**config.mk**
```make
export PLATFORM = sky130hd
export DESIGN_NAME = vpcr_regs
export DESIGN_NICKNAME = d
export VERILOG_FILES = /design/src/logic/vpcr_pkg.sv /design/src/logic/vpcr_regs.sv
export SDC_FILE = /design/constraint.sdc
export NUM_CORES = 1
export LEC_CHECK = 0
export ABC_AREA = 1
export BUFFER_PORTS_ARGS = -buffer_cell sky130_fd_sc_hd__buf_2
export CORE_MARGIN = 3
export CORE_UTILIZATION = 33
export DETAILED_ROUTE_END_ITERATION = 10
export PLACE_DENSITY = 0.52
export SLEW_MARGIN = 10
export SYNTH_ARGS = -nofsm -noshare
export SYNTH_HDL_FRONTEND = slang
export SYNTH_SLANG_ARGS = --single-unit
```
**constraint.sdc**
```tcl
create_clock -name core_clk -period 1.8 [get_ports core_clk]
set_input_delay 0.09 -clock core_clk [delete_from_list [all_inputs] [get_ports core_clk]]
set_output_delay 0.09 -clock core_clk [all_outputs]
set_load 0.05 [all_outputs]
```
**src/logic/vpcr_pkg.sv**
```systemverilog
package vpcr_pkg;

    // ****************************************************************
    // Register map
    // ****************************************************************
    localparam int VPCR_ADDR_W = 8;
    localparam int VPCR_DATA_W = 8;

    localparam logic [VPCR_ADDR_W-1:0] GENERAL_PIN_CONTROL_OFS = 8'h06;
    localparam logic [VPCR_ADDR_W-1:0] LOOPBACK_CONTROL_OFS = 8'h08;
    localparam logic [VPCR_ADDR_W-1:0] AUDIO_GAIN_CONTROL_OFS = 8'h09;
    localparam logic [VPCR_ADDR_W-1:0] IMPEDANCE_SYNTHESIS_CONTROL_OFS = 8'h0a;
    localparam logic [VPCR_ADDR_W-1:0] HYBRID_BALANCE_CONTROL_OFS = 8'h0b;

    // ****************************************************************
    // Reset values and writable masks
    // ****************************************************************
    localparam logic [7:0] GENERAL_PIN_CONTROL_RST = 8'h00;
    localparam logic [7:0] LOOPBACK_CONTROL_RST = 8'h02;
    localparam logic [7:0] AUDIO_GAIN_CONTROL_RST = 8'h00;
    localparam logic [7:0] IMPEDANCE_SYNTHESIS_CONTROL_RST = 8'h08;
    localparam logic [7:0] HYBRID_BALANCE_CONTROL_RST = 8'h33;

    localparam logic [7:0] GENERAL_PIN_CONTROL_MASK = 8'h1f;
    localparam logic [7:0] LOOPBACK_CONTROL_MASK = 8'h07;
    localparam logic [7:0] AUDIO_GAIN_CONTROL_MASK = 8'hff;
    localparam logic [7:0] IMPEDANCE_SYNTHESIS_CONTROL_MASK = 8'h3f;
    localparam logic [7:0] HYBRID_BALANCE_CONTROL_MASK = 8'h77;

    // ****************************************************************
    // Field positions
    // ****************************************************************
    localparam int GP_OUT_PIN_VALUE_BIT = 4;
    localparam int GP_PIN2_DIRECTION_BIT = 3;
    localparam int GP_PIN1_DIRECTION_BIT = 2;
    localparam int GP_PIN2_VALUE_BIT = 1;
    localparam int GP_PIN1_VALUE_BIT = 0;

    localparam int ANALOG_LOOP_FULL_BIT = 2;
    localparam int DIGITAL_LOOP_ENABLE_BIT = 1;
    localparam int ANALOG_LOOP_FIRST_BIT = 0;

    localparam int RECEIVE_HPF_BYPASS_BIT = 7;
    localparam int TRANSMIT_HPF_BYPASS_BIT = 6;
    localparam int TRANSMIT_MUTE_BIT = 5;
    localparam int RECEIVE_MUTE_BIT = 4;
    localparam int TRANSMIT_ANALOG_GAIN_LSB = 2;
    localparam int RECEIVE_ANALOG_GAIN_LSB = 0;

    localparam int LINE_CAP_COMPENSATION_LSB = 4;
    localparam int IMPEDANCE_SYNTH_ENABLE_BIT = 3;
    localparam int IMPEDANCE_SYNTH_SELECT_LSB = 0;

    localparam int METERING_BALANCE_CODE_LSB = 4;
    localparam int AUDIO_BALANCE_CODE_LSB = 0;

    // ****************************************************************
    // Field codes
    // ****************************************************************
    localparam logic [1:0] ANALOG_GAIN_0DB = 2'h0;
    localparam logic [1:0] ANALOG_GAIN_MUTE = 2'h3;
    localparam logic [1:0] LINE_CAP_RESERVED = 2'h3;
    localparam logic [2:0] BALANCE_CODE_OFF = 3'h7;

    // ****************************************************************
    // Carriers
    // ****************************************************************
    typedef struct packed {
        logic [VPCR_ADDR_W-1:0] addr;
        logic write;
        logic read;
        logic [VPCR_DATA_W-1:0] writeData;
    } vpcr_req_s;

    typedef struct packed {
        logic valid;
        logic [VPCR_DATA_W-1:0] readData;
    } vpcr_rsp_s;

    typedef struct packed {
        logic analogLoopFull;
        logic digitalLoopEnable;
        logic analogLoopFirst;
        logic receiveHpfBypass;
        logic transmitHpfBypass;
        logic transmitMute;
        logic receiveMute;
        logic [1:0] transmitAnalogGain;
        logic transmitAnalogMute;
        logic [1:0] receiveAnalogGain;
        logic receiveAnalogMute;
        logic [1:0] lineCapCompensation;
        logic impedanceSynthEnable;
        logic [2:0] impedanceSynthSelect;
        logic [2:0] meteringBalanceCode;
        logic meteringBalanceOff;
        logic [2:0] audioBalanceCode;
        logic audioBalanceOff;
    } vpcr_ctrl_s;

    typedef struct packed {
        logic [1:0] drive;
        logic [1:0] enable;
        logic outPin;
    } vpcr_pins_s;

endpackage

```
**src/logic/vpcr_regs.sv**
```systemverilog
`timescale 1ns/10ps
module vpcr_regs #(
    parameter bit HAS_GP_PINS = 1'b1,
    parameter int ADDR_W = 8
) (
    input wire logic core_clk,
    input wire logic reset_n,
    input wire vpcr_pkg::vpcr_req_s regReq,
    output vpcr_pkg::vpcr_rsp_s regRsp,
    output vpcr_pkg::vpcr_ctrl_s voiceCtrl,
    input wire logic [1:0] gpPinIn,
    output logic [1:0] gpPinOut,
    output logic [1:0] gpPinOe,
    output logic gpOutPin,
    output logic lineCapReservedCode
);
    import vpcr_pkg::*;

    // ****************************************************************
    // Elaboration checks
    // ****************************************************************
    if (ADDR_W != VPCR_ADDR_W) begin : g_bad_addr
        $error("vpcr_regs: ADDR_W must equal the package address width");
    end

    // ****************************************************************
    // State
    // ****************************************************************
    typedef struct packed {
        logic [7:0] generalPinControl;
        logic [7:0] loopbackControl;
        logic [7:0] audioGainControl;
        logic [7:0] impedanceSynthesisControl;
        logic [7:0] hybridBalanceControl;
        logic [1:0] pinSync1;
        logic [1:0] pinSync2;
        logic [1:0] pinSync3;
        logic [1:0] pinLevel;
        vpcr_rsp_s rsp;
        vpcr_ctrl_s ctrl;
        vpcr_pins_s pins;
        logic lineCapReserved;
    } vpcr_state_s;

    localparam vpcr_state_s STATE_RESET = '{
        generalPinControl: GENERAL_PIN_CONTROL_RST,
        loopbackControl: LOOPBACK_CONTROL_RST,
        audioGainControl: AUDIO_GAIN_CONTROL_RST,
        impedanceSynthesisControl: IMPEDANCE_SYNTHESIS_CONTROL_RST,
        hybridBalanceControl: HYBRID_BALANCE_CONTROL_RST,
        pinSync1: 2'h0,
        pinSync2: 2'h0,
        pinSync3: 2'h0,
        pinLevel: 2'h0,
        rsp: '0,
        ctrl: '{
            analogLoopFull: 1'b0,
            digitalLoopEnable: 1'b1,
            analogLoopFirst: 1'b0,
            receiveHpfBypass: 1'b0,
            transmitHpfBypass: 1'b0,
            transmitMute: 1'b0,
            receiveMute: 1'b0,
            transmitAnalogGain: ANALOG_GAIN_0DB,
            transmitAnalogMute: 1'b0,
            receiveAnalogGain: ANALOG_GAIN_0DB,
            receiveAnalogMute: 1'b0,
            lineCapCompensation: 2'h0,
            impedanceSynthEnable: 1'b1,
            impedanceSynthSelect: 3'h0,
            meteringBalanceCode: 3'h3,
            meteringBalanceOff: 1'b0,
            audioBalanceCode: 3'h3,
            audioBalanceOff: 1'b0
        },
        pins: '0,
        lineCapReserved: 1'b0
    };

    vpcr_state_s state_reg;
    vpcr_state_s state_next;

    // ****************************************************************
    // Next state
    // ****************************************************************
    always_comb begin
        logic [7:0] wdata;
        logic [7:0] pinReadBack;
        logic [1:0] gain;
        state_next = state_reg;
        wdata = regReq.writeData;
        pinReadBack = 8'h00;
        gain = 2'h0;

        // Pin inputs: three flops, change taken when second and third agree
        state_next.pinSync1 = gpPinIn;
        state_next.pinSync2 = state_reg.pinSync1;
        state_next.pinSync3 = state_reg.pinSync2;
        for (int i = 0; i < 2; i++) begin
            if (state_reg.pinSync2[i] == state_reg.pinSync3[i]) begin
                state_next.pinLevel[i] = state_reg.pinSync3[i];
            end
        end

        // Register writes, reserved bits masked off
        if (regReq.write) begin
            case (regReq.addr)
                GENERAL_PIN_CONTROL_OFS: begin
                    if (HAS_GP_PINS) begin
                        state_next.generalPinControl = wdata & GENERAL_PIN_CONTROL_MASK;
                    end
                end
                LOOPBACK_CONTROL_OFS: begin
                    state_next.loopbackControl = wdata & LOOPBACK_CONTROL_MASK;
                end
                AUDIO_GAIN_CONTROL_OFS: begin
                    state_next.audioGainControl = wdata & AUDIO_GAIN_CONTROL_MASK;
                end
                IMPEDANCE_SYNTHESIS_CONTROL_OFS: begin
                    state_next.impedanceSynthesisControl =
                        wdata & IMPEDANCE_SYNTHESIS_CONTROL_MASK;
                end
                HYBRID_BALANCE_CONTROL_OFS: begin
                    state_next.hybridBalanceControl = wdata & HYBRID_BALANCE_CONTROL_MASK;
                end
                default: begin
                end
            endcase
        end

        // Input pins read back their sampled level
        pinReadBack = state_reg.generalPinControl;
        if (!state_reg.generalPinControl[GP_PIN1_DIRECTION_BIT]) begin
            pinReadBack[GP_PIN1_VALUE_BIT] = state_reg.pinLevel[0];
        end
        if (!state_reg.generalPinControl[GP_PIN2_DIRECTION_BIT]) begin
            pinReadBack[GP_PIN2_VALUE_BIT] = state_reg.pinLevel[1];
        end

        // Register reads, answered one cycle later
        state_next.rsp.valid = regReq.read;
        state_next.rsp.readData = 8'h00;
        if (regReq.read) begin
            case (regReq.addr)
                GENERAL_PIN_CONTROL_OFS: begin
                    state_next.rsp.readData = HAS_GP_PINS ? pinReadBack : 8'h00;
                end
                LOOPBACK_CONTROL_OFS: begin
                    state_next.rsp.readData = state_reg.loopbackControl;
                end
                AUDIO_GAIN_CONTROL_OFS: begin
                    state_next.rsp.readData = state_reg.audioGainControl;
                end
                IMPEDANCE_SYNTHESIS_CONTROL_OFS: begin
                    state_next.rsp.readData = state_reg.impedanceSynthesisControl;
                end
                HYBRID_BALANCE_CONTROL_OFS: begin
                    state_next.rsp.readData = state_reg.hybridBalanceControl;
                end
                default: begin
                    state_next.rsp.readData = 8'h00;
                end
            endcase
        end

        // Pin drivers follow the new register contents
        state_next.pins.outPin =
            HAS_GP_PINS & state_next.generalPinControl[GP_OUT_PIN_VALUE_BIT];
        state_next.pins.enable[0] =
            HAS_GP_PINS & state_next.generalPinControl[GP_PIN1_DIRECTION_BIT];
        state_next.pins.enable[1] =
            HAS_GP_PINS & state_next.generalPinControl[GP_PIN2_DIRECTION_BIT];
        state_next.pins.drive[0] =
            state_next.generalPinControl[GP_PIN1_VALUE_BIT] & state_next.pins.enable[0];
        state_next.pins.drive[1] =
            state_next.generalPinControl[GP_PIN2_VALUE_BIT] & state_next.pins.enable[1];

        // Loopback modes
        state_next.ctrl.analogLoopFull =
            state_next.loopbackControl[ANALOG_LOOP_FULL_BIT];
        state_next.ctrl.digitalLoopEnable =
            state_next.loopbackControl[DIGITAL_LOOP_ENABLE_BIT];
        state_next.ctrl.analogLoopFirst =
            state_next.loopbackControl[ANALOG_LOOP_FIRST_BIT];

        // Filters, digital mutes
        state_next.ctrl.receiveHpfBypass =
            state_next.audioGainControl[RECEIVE_HPF_BYPASS_BIT];
        state_next.ctrl.transmitHpfBypass =
            state_next.audioGainControl[TRANSMIT_HPF_BYPASS_BIT];
        state_next.ctrl.transmitMute =
            state_next.audioGainControl[TRANSMIT_MUTE_BIT];
        state_next.ctrl.receiveMute =
            state_next.audioGainControl[RECEIVE_MUTE_BIT];

        // Analog gains; mute code keeps transmit gain at 0 dB
        gain = state_next.audioGainControl[TRANSMIT_ANALOG_GAIN_LSB +: 2];
        state_next.ctrl.transmitAnalogMute = (gain == ANALOG_GAIN_MUTE);
        state_next.ctrl.transmitAnalogGain =
            (gain == ANALOG_GAIN_MUTE) ? ANALOG_GAIN_0DB : gain;
        gain = state_next.audioGainControl[RECEIVE_ANALOG_GAIN_LSB +: 2];
        state_next.ctrl.receiveAnalogMute = (gain == ANALOG_GAIN_MUTE);
        state_next.ctrl.receiveAnalogGain = gain;

        // Impedance synthesis and line compensation
        state_next.ctrl.lineCapCompensation =
            state_next.impedanceSynthesisControl[LINE_CAP_COMPENSATION_LSB +: 2];
        state_next.lineCapReserved =
            (state_next.ctrl.lineCapCompensation == LINE_CAP_RESERVED);
        state_next.ctrl.impedanceSynthEnable =
            state_next.impedanceSynthesisControl[IMPEDANCE_SYNTH_ENABLE_BIT];
        state_next.ctrl.impedanceSynthSelect =
            state_next.impedanceSynthesisControl[IMPEDANCE_SYNTH_SELECT_LSB +: 3];

        // Hybrid balance
        state_next.ctrl.meteringBalanceCode =
            state_next.hybridBalanceControl[METERING_BALANCE_CODE_LSB +: 3];
        state_next.ctrl.meteringBalanceOff =
            (state_next.ctrl.meteringBalanceCode == BALANCE_CODE_OFF);
        state_next.ctrl.audioBalanceCode =
            state_next.hybridBalanceControl[AUDIO_BALANCE_CODE_LSB +: 3];
        state_next.ctrl.audioBalanceOff =
            (state_next.ctrl.audioBalanceCode == BALANCE_CODE_OFF);
    end

    // ****************************************************************
    // State register
    // ****************************************************************
    always_ff @(posedge core_clk) begin
        if (!reset_n) begin
            state_reg <= STATE_RESET;
        end else begin
            state_reg <= state_next;
        end
    end

    // ****************************************************************
    // Outputs
    // ****************************************************************
    assign regRsp = state_reg.rsp;
    assign voiceCtrl = state_reg.ctrl;
    assign gpPinOut = state_reg.pins.drive;
    assign gpPinOe = state_reg.pins.enable;
    assign gpOutPin = state_reg.pins.outPin;
    assign lineCapReservedCode = state_reg.lineCapReserved;

endmodule

```
== Word level (Yosys, flattened, before mapping) ==
Index checks and enable logic that the tools add are counted.

* Muxes and demuxes: 9
* Multiply operators: 0
* Shift operators: 0
* Reductions and logical operators: 2
* Div/mod/pow operators: 0
* Bitwise gates (word level): 3
* Equality and inequality tests: 12
* Order comparisons: 0
* $add $sub $neg: 0

{| class="wikitable"
|+ Operators with widths
! operator !! number
|-
| 8-bit one-hot mux with 5 select lines || 1
|-
| 37-bit 2-to-1 mux || 1
|-
| 8-bit by 4-bit equality test with 1-bit output (second input constant) || 4
|-
| 8-bit by 3-bit equality test with 1-bit output (second input constant) || 1
|-
| 8-bit 2-to-1 mux || 1
|-
| 7-bit 2-to-1 mux || 1
|-
| 2-bit equality test (second input constant) || 3
|-
| 3-bit equality test (second input constant) || 2
|-
| 6-bit 2-to-1 mux || 1
|-
| 5-bit 2-to-1 mux || 1
|-
| 3-bit 2-to-1 mux || 1
|-
| 1-bit AND || 2
|-
| 1-bit equality test || 2
|-
| 1-bit 2-to-1 mux || 2
|-
| 2-bit AND reduction || 1
|-
| 2-bit OR reduction || 1
|-
| 1-bit NOT || 1
|}

* Memories kept: 0
* Register bits after elaboration: 78
* Memory bits (read-only): 0
* Output and inout port bits: 42
* Bits in latches: 0
* RAM bits: 0

== Longest topological paths before layout ==
Gate-level depths: netlist of the first run.

* Depth in word-level cells: 5
* Mapped depth: 9
* Gate-level depth less buffers: 9

== Worst setup path after synthesis of the first run ==
No wires, ideal clock.

* Kind: input port to flip-flop
* Start point: input regReq[17] (netlist bit)
* End point: register state_reg, in the netlist voiceCtrl[18]
* Path slack: 0.814 ns
* Required time: 1.683 ns
* Cell stages on the path: 9
* Buffers on the path: 1
* Data arrival time: 0.869 ns
* Cell sequence: nor2_2 > nand2_4 > clkinv_2 > nand3_4 > buf_6 > nand2_1 > o21ai_2 > nand2_1 > nor2_1

* Cells in the longest elaborated chain, start to end: 5

{| class="wikitable"
|+ Ends and longest elaborated chain
! element !! RTL line !! RTL
|-
| start: declaration || vpcr_regs.sv:8 || <nowiki>input wire vpcr_pkg::vpcr_req_s regReq,</nowiki>
|-
| 8-bit by 4-bit equality test with 1-bit output (*) || vpcr_regs.sv:107 || <nowiki>case (regReq.addr)</nowiki>
|-
| 8-bit 2-to-1 mux (*) || vpcr_regs.sv:107 ||
|-
| 37-bit 2-to-1 mux (*) || vpcr_regs.sv:106 || <nowiki>if (regReq.write) begin</nowiki>
|-
| 2-bit equality test || vpcr_regs.sv:200 || <nowiki>(gain == ANALOG_GAIN_MUTE) ? ANALOG_GAIN_0DB : gain;</nowiki>
|-
| 2-bit OR reduction (no line) || - ||
|-
| end signal: assignment || vpcr_regs.sv:233 || <nowiki>state_reg <= state_next;</nowiki>
|-
| end: declaration || vpcr_regs.sv:80 || <nowiki>vpcr_state_s state_reg;</nowiki>
|}

Mark *: on every way between the ends. The rest lies on a longest branch, timed or not.
A chain may end at the register's enable or synchronous reset.

== Worst setup path after layout of the first run ==
* Start point: input regReq[17] (netlist bit)
* End point: register state_reg, in the netlist gpPinOut[1]

* Cells in the longest elaborated chain, start to end: 4

{| class="wikitable"
|+ Ends and longest elaborated chain
! element !! RTL line !! RTL
|-
| 8-bit by 3-bit equality test with 1-bit output || vpcr_regs.sv:107 ||
|-
| 5-bit 2-to-1 mux || vpcr_regs.sv:107 ||
|-
| 37-bit 2-to-1 mux || vpcr_regs.sv:106 ||
|-
| 1-bit AND || vpcr_regs.sv:176 || <nowiki>state_next.generalPinControl[GP_PIN2_VALUE_BIT] & state_next.pins.enable[1];</nowiki>
|}

No other way between the ends.

==> out/qor.csv, run 1 <==
metric,value,unit
clk_lat worst skew,0.30,ns
initial core utilization,34.4,%
Power Internal,1.65,mW
Synthesized Nets,358,
CP Capture Type,flip-flop,
share of cells above drive strength 1,25.1,%
Setup Skew,0.0109,ns
vias in the first global route,1873,
largest family of logic cells by synthesized area,simple AND/OR/NAND/NOR gates,
Synth Area in Simple Gates,29.9,%
first-pass GRT wire length,9250,µm
Worst-Margin Slew,0.503,ns
fillers,791,
final hold viol count,0,
DRT Wirelength,5780,µm
Pwr Density,773,nW/µm²
count of different cell masters after synthesis,27,
GRT overflow,0,
type of origin of the critical path,input pin,
HPWL Detailed,4430,µm
Total GRT Usage,13.8,%
Final period util,62.7,%
routed len/inst,12.5,µm
max_cap viols,0,
Worst Path Required,1.99,ns
P_leak,1.45,nW
xor/xnor cell area share of the yosys netlist,0,%
max FFs per register,32,
Final Setup Violations,0,
Cells after Synth,336,
switching share of power,22.4,%
biggest cell delay along the critical path,0.31,ns
synthesized cell area,2520,µm²
drt drc,0,
chip width,93.4,µm
"commonest non-fill, non-tap cell in the layout",nand2_1,
initial antenna violation count,0,
"Critical Path, Cell by Cell",buf_2 > nor2_2 > nand2_4 > clkinv_2 > nand3_1 > o21ai_1 > nor2_1,
largest net degree at the start of global routing,23,
kind of critical path,in2reg,
Worst Hold Class,in2reg,
Port Buffers,63,
synth warn,0,
drt via density,4.35,
Die Span Y,93.4,µm
Final min period,1.13,ns
# resized after CTS,0,
I/O pins,64,
RSZ-0062 raised after global routing,false,
clock tree buffer depth,2,
net total in the final layout,384,
row count,31,
part of the power in combinational logic,5.9,%
post-CTS setup buffer count,0,
area grow syn2layout,9.48,%
Register Area,1080,µm²
syn avg cell area,7.50,µm²
Clock transition at path regs,0.10,ns
Slew headroom,66.4,%
clock network power share,37.6,%
TritonCTS Buffers,5,
CTS root buf,clkbuf_8,
net switching power,0.479,mW
Die Area,8720,µm²
Max Clk Rate,886,MHz
worst vdd ir,0.315,mV
Worst path slowest cell,nand3_1,
gpl congestion,0.864,
clk sinks,54,
H-tree depth,2,
CP arrival,1.31,ns
ant diodes,0,
status,completed,
Seq pwr share,56.5,%
Adder-Cell Fraction of Synth Area,0,%
core outline area,7330,µm²
mux cell area share after synthesis,0,%
First-pass DRT Iterations,4,
Setup TNS,0,ns
final slew viol count,0,
sequential fraction of the synthesis area,42.9,%
Finished Core Util,37.7,%
1st-iter DRT viols,102,
Post-DRT Antenna Nets,0,
Multi-input gate area,928,µm²
CTS tree,built,
register bit total from synthesis,54,
most frequent cells in the layout,"69 x nand2_1, 63 x buf_2, 54 x dfxtp_1",
CP max FO,15,
compound-cell area share of the yosys netlist,6.90,%
total number of vias,2012,
final timing paths:
kind	end	slack, ns	depth (start not counted)	from
worst max-delay path	gpPinOut[1]$_SDFF_PN0_	0.67	7	regReq[17]
worst min-delay path	regRsp[8]$_SDFF_PN0_	0.02	3	regReq[8]
worst max register to register	regRsp[0]$_SDFF_PN0_	0.83	4	state_reg[84]$_SDFF_PN0_
worst min register to register	state_next[45]$_SDFF_PN0_	0.42	2	state_next[47]$_SDFF_PN0_
cell families after synthesis:
kind of cell	Yosys count
AOI/OAI and AO/OA	32
buffers and inverters	93
DFF	54
and+or+nand+nor	157
final cells by class:
| type | count | share of cell area [%] |
|---|---|---|
| clock inverters | 2 | 1.36 |
| inverters | 46 | 6.30 |
| repair buffers | 66 | 12.4 |
| clock buffers | 6 | 2.63 |
| flip-flops and latches | 54 | 39.2 |
| well taps | 99 | 4.49 |
| multi-input cells | 189 | 33.6 |
routing by layer:
| metal | global-route usage [%] | vias up | routed length (µm) |
|---|---|---|---|
| met4 | 5.01 | 0 | 109 |
| met5 | 0 | - | 0 |
| met3 | 3.54 | 10 | 418 |
| met1 | 17.8 | 882 | 2650 |
| met2 | 22.0 | 61 | 2600 |
| li1 | - | 1059 | - |
power by group through the flow:
stage,clock (mW),sequential (mW),combinational [mW]
finish,0.803,1.21,0.125
global route,0.873,1.21,0.140
CTS,0.828,1.21,0.127
detailed placement,0,1.23,0.123
global placement,0,1.23,0.123
floorplan,0,1.23,0.0753
cells in the mapped netlist:
cell | instances | area share, %
nand2_4 | 2 | 0.89
buf_6 | 1 | 0.45
nor3_2 | 1 | 0.40
o21ai_2 | 3 | 1.0
nor2_2 | 2 | 0.50
a21oi_1 | 12 | 2.4
clkinv_1 | 1 | 0.15
nand4_1 | 1 | 0.25
o21ai_0 | 11 | 2.2
o21ai_1 | 5 | 0.99
nand3_4 | 2 | 1.4
nor2_8 | 1 | 0.79
nand2_2 | 2 | 0.50
or2_1 | 2 | 0.50
nor2_4 | 1 | 0.45
inv_2 | 3 | 0.45
nand2_1 | 69 | 10
buf_4 | 40 | 12
nor2_1 | 32 | 4.8
o211ai_1 | 1 | 0.30
nor3_4 | 2 | 1.3
buf_2 | 3 | 0.60
clkinv_2 | 1 | 0.20
nand3_1 | 40 | 7.9
dfxtp_1 | 54 | 43
inv_1 | 41 | 6.1
clkbuf_1 | 3 | 0.45
critical path, delay by kind of cell:
kind,cells,cell delay [ns]
AO/OA/AOI/OAI,1,0.28
buffers and inverters,2,0.29
AND/OR/NAND/NOR,4,0.65
per-stage QoR:
step	power (mW)	hold slack (ns)	cell area (µm²)	setup slack, ns	cells
2_1_floorplan	1.31	0.188	2520	0.814	336
3_3_place_gp	1.36	0.269	2630	0.379	452
3_5_place_dp	1.36	0.276	2630	0.374	452
4_1_cts	2.16	0.00809	2760	0.691	462
5_1_grt	2.22	0.0181	2760	0.563	462
6_report	2.13	0.0150	2760	0.671	462
what timing repair did:
action | CTS | global route
endpoints found under the hold margin | 2 | 0
endpoints found under the setup margin | 0 | 0
hold buffers | 2 | 0
Note: power is estimated with default switching activity, not from simulation.
==> inputs of run 2 (changes only) <==
clock period = 1.1 ns   (was 1.8 ns; I/O delays follow)
==> run 2 against run 1 <==
Against the previous run: worst hold slack gained 0.0024 ns; clock-buffer cell count did not move; final area is 6.9% higher; sequential cell count is the same; setup slack worse by 0.61 ns; sequential power grew 63%; via count up 3.0%; largest cell class unchanged; highest routed layer unchanged.
==> out/qor.csv, run 2 (same netlist as run 1, synthesis figures left out) <==
metric,value,unit
worst vdd ir,0.531,mV
CP Capture Type,primary output,
Seq pwr share,59.7,%
area grow syn2layout,17.0,%
clock network power share,32.6,%
gpl congestion,0.890,
fillers,754,
H-tree depth,2,
hold depth,3,
ant diodes,0,
share of cells above drive strength 1,29.2,%
status,completed,
clock tree buffer depth,2,
drt drc,0,
Reg2Reg Launch Point,state_reg[85]$_SDFF_PN0_,
most frequent cells in the layout,"69 x nand2_1, 62 x buf_2, 54 x dfxtp_1",
final slew viol count,0,
final hold viol count,0,
First-pass DRT Iterations,4,
part of the power in combinational logic,7.7,%
"Critical Path, Cell by Cell",buf_2,
Worst Hold Slack,0.0174,ns
CP arrival,0.98,ns
clk sinks,54,
drt via density,4.26,
Final period util,94.3,%
type of origin of the critical path,flip-flop,
Setup Skew,0.00614,ns
Final min period,1.04,ns
Clock transition at path regs,0.10,ns
Post-DRT Antenna Nets,0,
Die Span Y,93.4,µm
CTS tree,built,
1st-iter DRT viols,73,
Worst-Margin Slew,0.339,ns
row count,31,
kind of critical path,reg2out,
Power Internal,2.51,mW
switching share of power,24.1,%
Top delay family on crit path,flip-flops,
I/O pins,64,
Total GRT Usage,13.7,%
Slew headroom,77.3,%
initial antenna violation count,0,
largest net degree at the start of global routing,23,
first-pass GRT wire length,9260,µm
total number of vias,2072,
Worst Path Buf+Inv,1,
initial core utilization,34.4,%
max FFs per register,32,
HPWL Detailed,4640,µm
TritonCTS Buffers,5,
Worst path slowest cell,dfxtp_1,
Pwr Density,1120,nW/µm²
flop-to-flop setup slack,0.13,ns
Port Buffers,63,
core outline area,7330,µm²
net switching power,0.797,mW
biggest cell delay along the critical path,0.39,ns
P_leak,1.57,nW
vias in the first global route,1910,
RSZ-0062 raised after global routing,false,
R2R depth,6,
max_cap viols,0,
routed len/inst,12.0,µm
Final Setup Violations,0,
net total in the final layout,409,
Hold Path Origin,reset_n,
DRT Wirelength,5830,µm
CTS root buf,clkbuf_8,
GRT overflow,0,
"Power, Total",3.30,mW
chip width,93.4,µm
Worst Path Required,1.04,ns
"commonest non-fill, non-tap cell in the layout",nand2_1,
Die Area,8720,µm²
Reg-to-Reg End,regRsp[1]$_SDFF_PN0_,
Min-Delay Endpoint,regRsp[8]$_SDFF_PN0_,
Max Clk Rate,964,MHz
Worst Hold Class,in2reg,
CP max FO,3,
clk_lat worst skew,0.31,ns
-- run 2: cell type report --
class / count / area, µm² / share of cell area (%)
sequential: 54 / 1080 / 36.6
multi-input combinational: 189 / 928 / 31.5
timing repair buffer: 91 / 563 / 19.1
inverter: 46 / 174 / 5.89
tap: 99 / 124 / 4.20
clock buffer: 6 / 72.6 / 2.46
clock inverter: 1 / 7.51 / 0.254
-- run 2: worst max path at each step --
| stage | startpoint | end | cells after the start |
|---|---|---|---|
| 2_1_floorplan | regReq[17] | voiceCtrl[18]$_SDFF_PP0_ | 9 |
| 3_3_place_gp | regReq[17] | gpPinOut[0]$_SDFF_PN0_ | 7 |
| 3_5_place_dp | regReq[17] | gpPinOut[1]$_SDFF_PN0_ | 7 |
| 4_1_cts | state_reg[66]$_SDFF_PN0_ | voiceCtrl[15] | 1 |
| 5_1_grt | state_reg[85]$_SDFF_PN0_ | regRsp[1]$_SDFF_PN0_ | 6 |
| 6_report | state_reg[67]$_SDFF_PN0_ | voiceCtrl[16] | 1 |
-- run 2: worst min-delay path, stage by stage --
cell	delay [ns]
buf_2	0.10
nand2_1	0.05
inv_1	0.08
-- run 2: power groups by stage --
| stage | Sequential, mW | Clock (mW) | Combinational [mW] |
|---|---|---|---|
| 2_1_floorplan | 2.02 | 0 | 0.123 |
| 3_3_place_gp | 2.02 | 0 | 0.246 |
| 3_5_place_dp | 2.02 | 0 | 0.247 |
| 4_1_cts | 1.97 | 1.11 | 0.256 |
| 5_1_grt | 1.97 | 1.19 | 0.280 |
| 6_report | 1.97 | 1.08 | 0.256 |
-- run 2: metal layers --
metal	track usage (%)	wire length, µm	vias to the layer above
met5	0	0	-
li1	-	-	1100
met4	3.66	52	0
met2	22.7	2680	54
met1	17.8	2770	912
met3	3.30	322	6
-- run 2: timing repair --
item / CTS / global route
endpoints found under the setup margin: 0 / 1
hold endpoints to repair: 3 / 1
resized for setup: 0 / 1
setup buffers: 0 / 0
hold buffers: 3 / 1
-- run 2: stage by stage --
stage	cell area, µm²	setup slack, ns	instances	util, %	setup TNS [ns]
3_3_place_gp	2830	-0.158	475	38.6	-1.93
3_5_place_dp	2830	-0.221	475	38.6	-2.54
4_1_cts	2940	0.0457	485	40.1	0
5_1_grt	2950	0.00905	486	40.2	0
2_1_floorplan	2520	0.149	336	-	0
6_report	2950	0.0622	486	40.2	0
